$ cat src/shared/sbc_irq_pkg.sv
/*
  Constants shared by the interrupt unit of the system basis chip: register
  indexes, flag bit positions, timing figures and the interrupt pin states.
  Assumes a 200 MHz clock derived from the chip's internal oscillator.
*/
package sbc_irq_pkg;

  // ----------------------------------------------------------------------
  // register indexes of the serial read-only access
  // ----------------------------------------------------------------------
  localparam logic [2:0] WAKE_AND_SUMMARY_FLAGS = 3'h0;
  localparam logic [2:0] FAILURE_FLAGS_A        = 3'h1;
  localparam logic [2:0] FAILURE_FLAGS_B        = 3'h2;

  // ----------------------------------------------------------------------
  // field positions
  // ----------------------------------------------------------------------
  // wake_and_summary_flags
  localparam int CAN_WAKE_BIT      = 0;
  localparam int LIN_WAKE_BIT      = 1;
  localparam int WAKE_PIN_BIT      = 2;
  localparam int PERIODIC_WAKE_BIT = 3;
  localparam int SUMMARY_BIT       = 7;
  // failure_flags_a (state type)
  localparam int RAIL2_OVERTEMP_BIT  = 0;
  localparam int MCU_PREWARN_BIT     = 1;
  localparam int XCVR_OVERTEMP_BIT   = 2;
  localparam int CAN_FAIL_BIT        = 3;
  localparam int LIN_FAIL_BIT        = 4;
  localparam int RAIL3_OVERCUR_BIT   = 5;
  localparam int RAIL2_UNDERVOLT_BIT = 6;
  localparam int RAIL3_UNDERVOLT_BIT = 7;
  // failure_flags_b (event type)
  localparam int SPI_FAIL_BIT      = 0;
  localparam int RESET_EVENT_BIT   = 1;
  localparam int BAD_WD_CONFIG_BIT = 2;

  // ----------------------------------------------------------------------
  // reset values
  // ----------------------------------------------------------------------
  localparam logic [3:0] WAKE_FLAGS_RESET = 4'h0;
  localparam logic [7:0] FAIL_A_RESET     = 8'h00;
  localparam logic [2:0] FAIL_B_RESET     = 3'h0;
  localparam logic [7:0] ACK_A_RESET      = 8'hFF;
  localparam logic [7:0] READ_DATA_RESET  = 8'h00;

  // ----------------------------------------------------------------------
  // timing
  // ----------------------------------------------------------------------
  localparam int CLOCK_PERIOD_PS     = 5000;
  localparam int IRQ_TIMEOUT_US      = 6000;
  localparam int IRQ_MIN_PULSE_US    = 10;
  // split so the product stays inside a 32-bit int
  localparam int IRQ_TIMEOUT_CYCLES  = IRQ_TIMEOUT_US * (1000000 / CLOCK_PERIOD_PS);
  localparam int IRQ_MIN_PULSE_CYCLES =
    (IRQ_MIN_PULSE_US * 1000000 + CLOCK_PERIOD_PS - 1) / CLOCK_PERIOD_PS;
  localparam int COUNT_WIDTH         = 21;

  typedef enum logic [1:0] {IRQ_IDLE, IRQ_ACTIVE, IRQ_GAP} irq_state_t;

endpackage : sbc_irq_pkg

$ cat src/rtl/sbc_edge_detect.sv
/*
  Rising and falling edge detector for a group of condition levels.
  Assumes the levels are synchronous to the clock.
*/
`timescale 1ns/100ps
module sbc_edge_detect #(
  parameter int WIDTH = 8
) (
  input  wire logic             clock,
  input  wire logic             rst,
  input  wire logic [WIDTH-1:0] level,
  output logic      [WIDTH-1:0] rise,
  output logic      [WIDTH-1:0] fall
);

  typedef struct packed {
    logic [WIDTH-1:0] previous;
  } edge_state_t;

  edge_state_t s;
  edge_state_t next_s;

  always_comb begin
    next_s.previous = level;
  end

  always_ff @(posedge clock) begin
    if (rst) begin
      s <= '0;
    end else begin
      s <= next_s;
    end
  end

  assign rise = level & ~s.previous;
  assign fall = ~level & s.previous;

endmodule : sbc_edge_detect

$ cat src/rtl/sbc_interrupt_unit.sv
/*
  Interrupt unit: collects wake, temperature, communication, regulator and
  chip failure events into three flag registers and drives the active-low
  open-drain interrupt pin toward the microcontroller.
  Assumes a serial front end that delivers one-cycle read-only strobes with a
  register index, and source levels/pulses synchronous to the clock.
*/
`timescale 1ns/100ps
// Operation
// - unmasked source events pull the interrupt pin low
// - masked source sets flag but no pin
// - rail undervoltage interrupts on both edges
// - state flags latch, then follow live condition
// - chip failure and wake flags are events
// - pin released by read of 000 or timeout
// - wake flags read and cleared in 000
// - summary bit flags non-wake sources in 000
// - read clears events, persisting states stay set
// - summary clears only when all failure flags clear
// - sample pin in init for configuration select
// - no undervoltage interrupt while rail off
// - rail switch-on sets flag and interrupts
// - read keeps switch-on flag while undervoltage persists
// - second interrupt when rail leaves undervoltage
// - reset source only in software development mode
// - pin low at most irq_timeout
// - pin low at least irq_min_pulse
// - several sources before read, one pulse
// - irq_timeout gap between pulses, late events stored
module sbc_interrupt_unit
  import sbc_irq_pkg::*;
#(
  parameter int TIMEOUT_CYCLES = IRQ_TIMEOUT_CYCLES
) (
  input  wire logic       clock,
  input  wire logic       rst,
  input  wire logic       readStrobe,
  input  wire logic [2:0] readAddr,
  output logic      [7:0] readData,
  input  wire logic [3:0] wakeEvent,
  input  wire logic [7:0] failCondition,
  input  wire logic [2:0] failEvent,
  input  wire logic [1:0] railOn,
  input  wire logic [1:0] railSwitchOn,
  input  wire logic [3:0] wakeMask,
  input  wire logic [7:0] failMaskA,
  input  wire logic [2:0] failMaskB,
  input  wire logic       softwareDevMode,
  input  wire logic       initMode,
  input  wire logic       reset_out_n,
  input  wire logic       irqPinIn,
  output logic            irqPinOut,
  output logic            irqPinOe,
  output logic            configSel
);

  // ----------------------------------------------------------------------
  // state
  // ----------------------------------------------------------------------
  typedef struct packed {
    logic [3:0]             wakeFlags;
    logic [7:0]             failA;
    logic [7:0]             ackA;
    logic [2:0]             failB;
    irq_state_t             st;
    logic [COUNT_WIDTH-1:0] cnt;
    logic                   pending;
    logic                   readSeen;
    logic [7:0]             rdData;
    logic                   irqOe;
    logic                   configSel;
    logic                   pinLow;
  } unit_state_t;

  unit_state_t s;
  unit_state_t next_s;

  function automatic logic [COUNT_WIDTH-1:0] cycles(input int n);
    return COUNT_WIDTH'(n);
  endfunction : cycles

  // ----------------------------------------------------------------------
  // source conditioning
  // ----------------------------------------------------------------------
  logic [7:0] liveA;
  logic [7:0] condRise;
  logic [7:0] condFall;
  logic [7:0] setA;
  logic [2:0] setB;
  logic       readZero;
  logic       readA;
  logic       readB;
  logic       anyUnmasked;
  logic       summary;
  logic [1:0] uvFall;

  always_comb begin
    liveA = failCondition;
    // an undervoltage on a switched-off rail is not a fault
    liveA[RAIL2_UNDERVOLT_BIT] = failCondition[RAIL2_UNDERVOLT_BIT] & railOn[0];
    liveA[RAIL3_UNDERVOLT_BIT] = failCondition[RAIL3_UNDERVOLT_BIT] & railOn[1];
  end

  sbc_edge_detect #(.WIDTH(8)) u_edges (
    .clock (clock),
    .rst   (rst),
    .level (liveA),
    .rise  (condRise),
    .fall  (condFall)
  );

  always_comb begin
    setA = condRise;
    uvFall = {condFall[RAIL3_UNDERVOLT_BIT] & railOn[1],
              condFall[RAIL2_UNDERVOLT_BIT] & railOn[0]};
    setA[RAIL2_UNDERVOLT_BIT] = condRise[RAIL2_UNDERVOLT_BIT] | uvFall[0]
                                | railSwitchOn[0];
    setA[RAIL3_UNDERVOLT_BIT] = condRise[RAIL3_UNDERVOLT_BIT] | uvFall[1]
                                | railSwitchOn[1];
    setB = failEvent;
    setB[RESET_EVENT_BIT] = failEvent[RESET_EVENT_BIT] & softwareDevMode;
    readZero = readStrobe && readAddr == WAKE_AND_SUMMARY_FLAGS;
    readA    = readStrobe && readAddr == FAILURE_FLAGS_A;
    readB    = readStrobe && readAddr == FAILURE_FLAGS_B;
    anyUnmasked = |(wakeEvent & wakeMask) | |(setA & failMaskA) | |(setB & failMaskB);
    summary = |s.failA | |s.failB;
  end

  // ----------------------------------------------------------------------
  // next state
  // ----------------------------------------------------------------------
  always_comb begin
    next_s = s;
    next_s.pinLow = 1'b0;

    // wake and chip failure flags: pure events, a read empties them
    // but a set in the same cycle survives
    next_s.wakeFlags = (readZero ? 4'h0 : s.wakeFlags) | wakeEvent;
    next_s.failB     = (readB ? 3'h0 : s.failB) | setB;

    // state flags: latched until read, afterwards they track the live level
    for (int i = 0; i < 8; i++) begin
      if (setA[i]) begin
        next_s.failA[i] = 1'b1;
        next_s.ackA[i]  = 1'b0;
      end else if (readA || s.ackA[i]) begin
        next_s.failA[i] = liveA[i];
        next_s.ackA[i]  = 1'b1;
      end
    end

    // read data is captured before the read side effect lands
    if (readStrobe) begin
      unique case (readAddr)
        WAKE_AND_SUMMARY_FLAGS: next_s.rdData = {summary, 3'h0, s.wakeFlags};
        FAILURE_FLAGS_A:        next_s.rdData = s.failA;
        FAILURE_FLAGS_B:        next_s.rdData = {5'h00, s.failB};
        default:                next_s.rdData = READ_DATA_RESET;
      endcase
    end

    // configuration strap is read while the pin is not driven
    if (initMode && !reset_out_n) begin
      next_s.configSel = irqPinIn;
    end

    // pin sequencer; counts oscillator-derived clock cycles
    next_s.cnt = s.cnt + cycles(1);
    unique case (s.st)
      IRQ_IDLE: begin
        next_s.cnt = '0;
        if ((s.pending || anyUnmasked) && !initMode) begin
          next_s.st       = IRQ_ACTIVE;
          next_s.irqOe    = 1'b1;
          next_s.pending  = 1'b0;
          next_s.readSeen = readZero;
        end else begin
          next_s.pending = s.pending | anyUnmasked;
        end
      end
      IRQ_ACTIVE: begin
        // further sources merge into this pulse; the flags keep them
        next_s.readSeen = s.readSeen | readZero;
        if ((next_s.readSeen && s.cnt >= cycles(IRQ_MIN_PULSE_CYCLES - 1))
            || s.cnt >= cycles(TIMEOUT_CYCLES - 1)) begin
          next_s.st    = IRQ_GAP;
          next_s.irqOe = 1'b0;
          next_s.cnt   = '0;
        end
      end
      IRQ_GAP: begin
        next_s.pending = s.pending | anyUnmasked;
        if (s.cnt >= cycles(TIMEOUT_CYCLES - 1)) begin
          next_s.st  = IRQ_IDLE;
          next_s.cnt = '0;
        end
      end
      default: begin
        next_s.st = IRQ_IDLE;
      end
    endcase
  end

  // ----------------------------------------------------------------------
  // registers
  // ----------------------------------------------------------------------
  always_ff @(posedge clock) begin
    if (rst) begin
      s.wakeFlags <= WAKE_FLAGS_RESET;
      s.failA     <= FAIL_A_RESET;
      s.ackA      <= ACK_A_RESET;
      s.failB     <= FAIL_B_RESET;
      s.st        <= IRQ_IDLE;
      s.cnt       <= '0;
      s.pending   <= 1'b0;
      s.readSeen  <= 1'b0;
      s.rdData    <= READ_DATA_RESET;
      s.irqOe     <= 1'b0;
      s.configSel <= 1'b0;
      s.pinLow    <= 1'b0;
    end else begin
      s <= next_s;
    end
  end

  // open drain: the output level is always low, only the enable moves
  assign readData  = s.rdData;
  assign irqPinOe  = s.irqOe;
  assign irqPinOut = s.pinLow;
  assign configSel = s.configSel;
endmodule : sbc_interrupt_unit

$ cat config.mk
export PLATFORM = sky130hd
export DESIGN_NAME = sbc_interrupt_unit
export DESIGN_NICKNAME = d
export VERILOG_FILES = /design/src/shared/sbc_irq_pkg.sv /design/src/rtl/sbc_edge_detect.sv /design/src/rtl/sbc_interrupt_unit.sv
export SDC_FILE = /design/constraint.sdc
export NUM_CORES = 1
export LEC_CHECK = 0
export ABC_AREA = 1
export ABC_CLOCK_PERIOD_IN_PS = 1900
export BUFFER_PORTS_ARGS = -buffer_cell sky130_fd_sc_hd__buf_2
export CAP_MARGIN = 20
export CELL_PAD_IN_SITES_DETAIL_PLACEMENT = 0
export CELL_PAD_IN_SITES_GLOBAL_PLACEMENT = 1
export CORE_MARGIN = 5
export CORE_UTILIZATION = 39
export DETAILED_ROUTE_END_ITERATION = 10
export PLACE_DENSITY = 0.83
export SLEW_MARGIN = 20
export SYNTH_ARGS = -nofsm -noshare
export SYNTH_HDL_FRONTEND = slang
export SYNTH_SLANG_ARGS = --single-unit
$ cat constraint.sdc
create_clock -name clock -period 1.9 [get_ports clock]
set_input_delay 0.19 -clock clock [delete_from_list [all_inputs] [get_ports clock]]
set_output_delay 0.19 -clock clock [all_outputs]
set_load 0.05 [all_outputs]
==> results of run 1 <==
==> cells in the final DEF (no fill, tap or decap), drive strengths merged, types with 7 or more instances in the layout <==
master  netlist  routed
nor3         11      11
nand3b        7       7
clkbuf        6      12
nand2       127     127
nand3        37      37
buf          13      61
a21oi        44      44
dfxtp        66      66
inv          49      49
nor2         65      65
o21ai        15      15
==> layout make-up <==
cell class                      count  area, sq um
Multi-Input combinational cell    333         1540
Fill cell                         814         4070
Clock inverter                      4         72.6
Clock buffer                       12          165
Inverter                           49          184
Sequential cell                    66         1320
Timing Repair Buffer               61          329
Tap cell                          102          128
==> power by group <==
group          leakage, nW  switching [mW]  internal, mW
logic                 1.09           0.187         0.111
clock network        0.119           0.526         0.844
registers            0.543          0.0345          1.44
total                 1.75           0.748          2.40
==> worst max path at each step <==
stage | end | slack [ns] | cells past startpoint
floorplan | s[14] | 0.33 | 11
global placement | s[13] | 0.17 | 11
detailed placement | s[13] | 0.07 | 11
CTS | s[32] | 0.02 | 11
global route | s[32] | 0.0009 | 11
finish | s[32] | 0.14 | 11
==> critical path, stage by stage (launching register included) <==
cell and delay (ns):
dfxtp_1 0.38, ha_2 0.23, nand3_2 0.12, nor2_4 0.14
nand2_1 0.10, nor2_1 0.15, nor3_1 0.07, nand2_1 0.10
buf_6 0.16, nand2_4 0.06, nand2_1 0.08, nor2_1 0.05
==> logic make-up after synthesis <==
kind of cell | synth area share, %
buffers and inverters | 9.48
XOR/XNOR | 0.278
flip-flops | 41.9
AND/OR/NAND/NOR | 35.7
adder cells (fa/ha/maj) | 0.397
other | 0.119
AO/OA/AOI/OAI | 12.1
==> stage by stage <==
stage | hold WS, ns | power [mW] | util, % | instance area (sq um) | setup slack (ns)
floorplan | 0.307 | 1.70 | - | 3150 | 0.327
global placement | 0.423 | 1.80 | 44.7 | 3490 | 0.171
detailed placement | 0.429 | 1.81 | 44.7 | 3490 | 0.0676
CTS | 0.0647 | 3.18 | 47.8 | 3730 | 0.0196
global route | 0.0807 | 3.30 | 47.9 | 3740 | 0.000927
finish | 0.0813 | 3.15 | 47.9 | 3740 | 0.141
==> repair_timing <==
| item | in CTS | in global routing |
|---|---|---|
| hold endpoints to repair | 0 | 0 |
| setup endpoints to repair | 0 | 22 |
| resized for setup | 0 | 4 |
| hold buffers | 0 | 0 |
==> layer usage <==
layer	vias up	global-route usage, %
met4	0	6.72
li1	1614	-
met1	1354	20.3
met5	-	0
met2	58	26.3
met3	22	4.17
==> state kept, by name, indices dropped and copies added, names as in the netlist <==
name / cells
u_edges.s: 8
irqPinOe: 1
readData: 8
s: 48
configSel: 1
==> results.toml, run 1 <==
[yosys]
yosysMostFrequentCell = "nand2_1"
synth_ff_type = "dfxtp_1"
yosys_warnings = 0
syn-cell-area_sq_um = 3150
synth.area.top_cells = "dfxtp_1 (42%), nand2_1 (15%), nor2_1 (7.4%)"
synth_common_cells = "nand2_1 (123), dfxtp_1 (66), nor2_1 (62)"
avgSynthCellArea_sq_um = 6.75
yosysSeqAreaShare_pct = 41.9
netlist.area_leader.share_pct = 41.9
synth_nets = 512
async_flop_share_pct = 0
synthCells = 467
synth_edf_count = 0
synth.distinct_cells = 32
yosysTopAreaCell = "dfxtp_1"
synth_seq_cells = 66

[sta]
final.setup_skew_ns = 0.00873
tns_ns = 0
hold_viol_final = 0
tightest_slew_ns = 0.508
maxSlewHeadroom_pct = 66.1
report.final.slew_viol_count = 0
post-route-min-period_ns = 1.76
fmax_ghz = 0.569
finalCritPeriodShare_pct = 92.6
rsz0062_at_grt = "false"
finalSetupViolCount = 0

[global_route]
grt_pass1_wl_microns = 13000
grt_max_degree = 40
antenna_found_initial = 0
grt_pass1_vias = 2846
overflow = 0
grt_usage_pct = 16.2

[critical_path]
start_kind = "flip-flop"
criticalPathCategory = "flip-flop to flip-flop"
worstPathRequired_ns = 2.12
r2r_start = "s[14]"
crit_fanout = 10
cp-end-kind = "flip-flop"
reg2reg_depth = 11
reg2reg_to = "s[32]"
crit_arrival_ns = 1.98
rrSetupSlack_ns = 0.14
startpoint = "s[14]"

[cts]
cts-root-buf = "clkbuf_8"
cts-buffers-inserted = 9
clock_sinks = 66
clkTransAtPathRegs_ns = 0.07
clk_latency_ns = 0.34
cts_setup_buffers = 0
htree_levels = 3
cts_tree = "done"
cts_buffer_depth = 2

[drt]
wl_met2_microns = 3570
vias = 3048
drt-wirelength-per-cell_microns = 12.4
first_pass_iters = 4
drtIter0Drc = 140
drt_wl_total_microns = 7770
drt-met1-wl_microns = 3590
viasPerCell = 4.86
highest_layer = "met4"
drc = 0
antenna_left = 0
wl_met3_microns = 427

[floorplanning]
start_util_pct = 40.4
die_height_microns = 99.9
ioPinCount = 55
die_w_microns = 99.9
rows = 32
core-area_sq_um = 7810
dieArea_sq_um = 9990

[cells_and_area]
fin_cells = 627
antennaDiodeCount = 0
final_nets = 565
area_growth_pct = 18.6
drive_gt1_share_pct = 17.3

[place]
hpwl_microns = 5850
dp_cells = 611
io_buffers = 53
routabilityCongestion = 0.807

[power]
p_leak_nw = 1.75
ir_drop_uv = 350
power_density_nw_per_um2 = 841

[worst_hold_path]
hold_path.startpoint = "wakeEvent[0]"
min_to = "s[55]"
min_path_cells = 3
holdCritPathClass = "primary input to flip-flop"

[status]
status = "finished, final reports clean"

[job]
maxCapViolCount = 0
No activity file was read; power rests on OpenSTA's default activity.
==> run 2, diff against run 1 <==
Settings changed: ABC_AREA 1 to not set, CORE_UTILIZATION 39 to 41.
==> results.toml, run 2 <==
[status]
status = "finished with violations"
violations = "negative setup slack"

[cts]
ctsHoldBuffers = 0
clkTransAtPathRegs_ns = 0.07
cts-root-buf = "clkbuf_8"
cts_buffer_depth = 2
cts-buffers-inserted = 9
clock_sinks = 66
htree_levels = 3
clk_latency_ns = 0.34
cts_tree = "done"

[cells_and_area]
drive_gt1_share_pct = 29.3
layout_commonest_cell = "dfxtp_1"
top_register = "s"
layout_common_cells = "dfxtp_1 (65), nor2_1 (62), buf_2 (53)"
antennaDiodeCount = 0
postLayoutCellArea_sq_um = 3800
largest_register_ffs = 48
area_growth_pct = 30.0
fin_cells = 526
final_nets = 470

[place]
dp_cells = 509
hpwl_microns = 5200
io_buffers = 53
pre_cts_slack_ns = -0.119
dpl_cell_area_sq_um = 3510
routabilityCongestion = 0.875

[global_route]
overflow = 0
antenna_found_initial = 0
grt_pass1_vias = 2386
grt_usage_pct = 16.5
grt_max_degree = 40
grt_pass1_wl_microns = 11400

[yosys]
synth_edf_count = 0
yosysMostFrequentCell = "dfxtp_1"
synth.distinct_cells = 48
yosys_warnings = 0
synth_common_cells = "dfxtp_1 (66), nor2_1 (63), nor2b_1 (23)"
syn-cell-area_sq_um = 2920
avgSynthCellArea_sq_um = 8.64
yosysSeqAreaShare_pct = 45.2
synth_ff_type = "dfxtp_1"
synth.area.top_cells = "dfxtp_1 (45%), nor2_1 (8.1%), nor2b_1 (4.9%)"
yosysTopAreaCell = "dfxtp_1"
synth_seq_cells = 66
async_flop_share_pct = 0
netlist.area_leader.share_pct = 45.2
synthCells = 338
synth_nets = 383

[critical_path]
start_kind = "flip-flop"
criticalPathCategory = "flip-flop to flip-flop"
cp-end-kind = "flip-flop"
reg2reg_depth = 7
crit_fanout = 8
r2r_start = "s[26]"
rrSetupSlack_ns = -0.14
worstPathRequired_ns = 2.17
crit_arrival_ns = 2.31
reg2reg_to = "s[31]"

[worst_hold_path]
min_to = "s[55]"
hold_path.startpoint = "wakeEvent[0]"
min_path_cells = 3
holdCritPathClass = "primary input to flip-flop"

[power]
power_mw = 3.18
ir_drop_uv = 361
power_density_nw_per_um2 = 837
p_leak_nw = 1.63

[sta]
fmax_ghz = 0.490
post-route-min-period_ns = 2.04
timing.final.ws_setup_ns = -0.139
finalCritPeriodShare_pct = 107
tns_ns = -2.36
report.final.slew_viol_count = 0
finalSetupViolCount = 21
final.setup_skew_ns = 0.0111
rsz0062_at_grt = "true"
hold_viol_final = 0

[job]
maxCapViolCount = 0

[drt]
antenna_left = 0
vias = 2591
drc = 0
first_pass_iters = 4
drt-wirelength-per-cell_microns = 13.0
drtIter0Drc = 75
viasPerCell = 4.93
drt_wl_total_microns = 6850

[floorplanning]
core-area_sq_um = 6870
dieArea_sq_um = 8910
rows = 30
die_height_microns = 94.4
die_w_microns = 94.4
start_util_pct = 42.5
ioPinCount = 55
## run 2: cell types whose count changed after synthesis, sizes merged, moves of 6 or more
| cell | delta |
|---|---|
| nand3b | -6 |
| inv | -45 |
| nor2b | +22 |
| nand3 | -25 |
| nand2 | -105 |
| a21oi | -26 |
| xor2 | +13 |
| o21ai | -6 |
| xnor2 | +7 |
| and3 | +6 |
| a22oi | +10 |
## run 2: where the power goes
group | leakage, nW | switching (mW) | total (mW) | internal, mW
registers | 0.543 | 0.0363 | 1.48 | 1.44
clock network | 0.123 | 0.542 | 1.41 | 0.871
logic | 0.967 | 0.162 | 0.288 | 0.126
total | 1.63 | 0.740 | 3.18 | 2.44
## run 2: worst max path at each step
stage,from,end,slack [ns],cells past startpoint
final,s[26],s[31],-0.14,7
after CTS,s[29],s[31],-0.13,7
after global routing,s[26],s[31],-0.27,7
after global placement,s[29],s[24],-0.07,7
after detailed placement,s[29],s[15],-0.12,7
after floorplan,s[29],s[29],-0.08,7
## run 2: routing by layer
metal / track usage, % / vias to the layer above / routed length [microns]
li1: - / 1352 / -
met3: 3.90 / 15 / 278
met4: 7.34 / 0 / 118
met2: 26.7 / 52 / 3250
met1: 20.9 / 1172 / 3210
met5: 0 / - / 0
## run 2: cells by family after synthesis
logic type,share of synthesized area (%)
buffers and inverters,4.62
adder cells (fa/ha/maj),0.428
XOR/XNOR,6.30
AO/OA/AOI/OAI,13.6
multiplexers,1.76
flip-flops,45.2
other,0.128
AND/OR/NAND/NOR,27.9
## run 2: per-stage QoR
step | util [%] | hold WS [ns]
final | 55.3 | 0.0868
after global placement | 51.1 | 0.424
after detailed placement | 51.1 | 0.432
after floorplan | - | 0.307
after global routing | 55.3 | 0.0708
after CTS | 55.0 | 0.0687
## run 2: cell type report
cell class / instances / area, sq um
clock buffers: 9 / 124
clock inverters: 7 / 118
fillers: 655 / 3070
inverters: 4 / 15.0
multi-input cells: 249 / 1520
flip-flops and latches: 66 / 1320
well taps: 96 / 120
repair buffers: 95 / 584
## run 2: repair_timing
action / in CTS / in global routing
endpoints found under the setup margin: 23 / 24
pin swaps: 2 / 1
buffers inserted: 1 / 0
resized for setup: 4 / 5
## run 2: critical path, stage by stage, from the launching register on
cell and delay (ns):
dfxtp_1 0.33, or4_1 0.56, nor3_2 0.19, o22ai_1 0.11, nor4_1 0.38, a311oi_2 0.10
buf_4 0.20, nor2_1 0.11
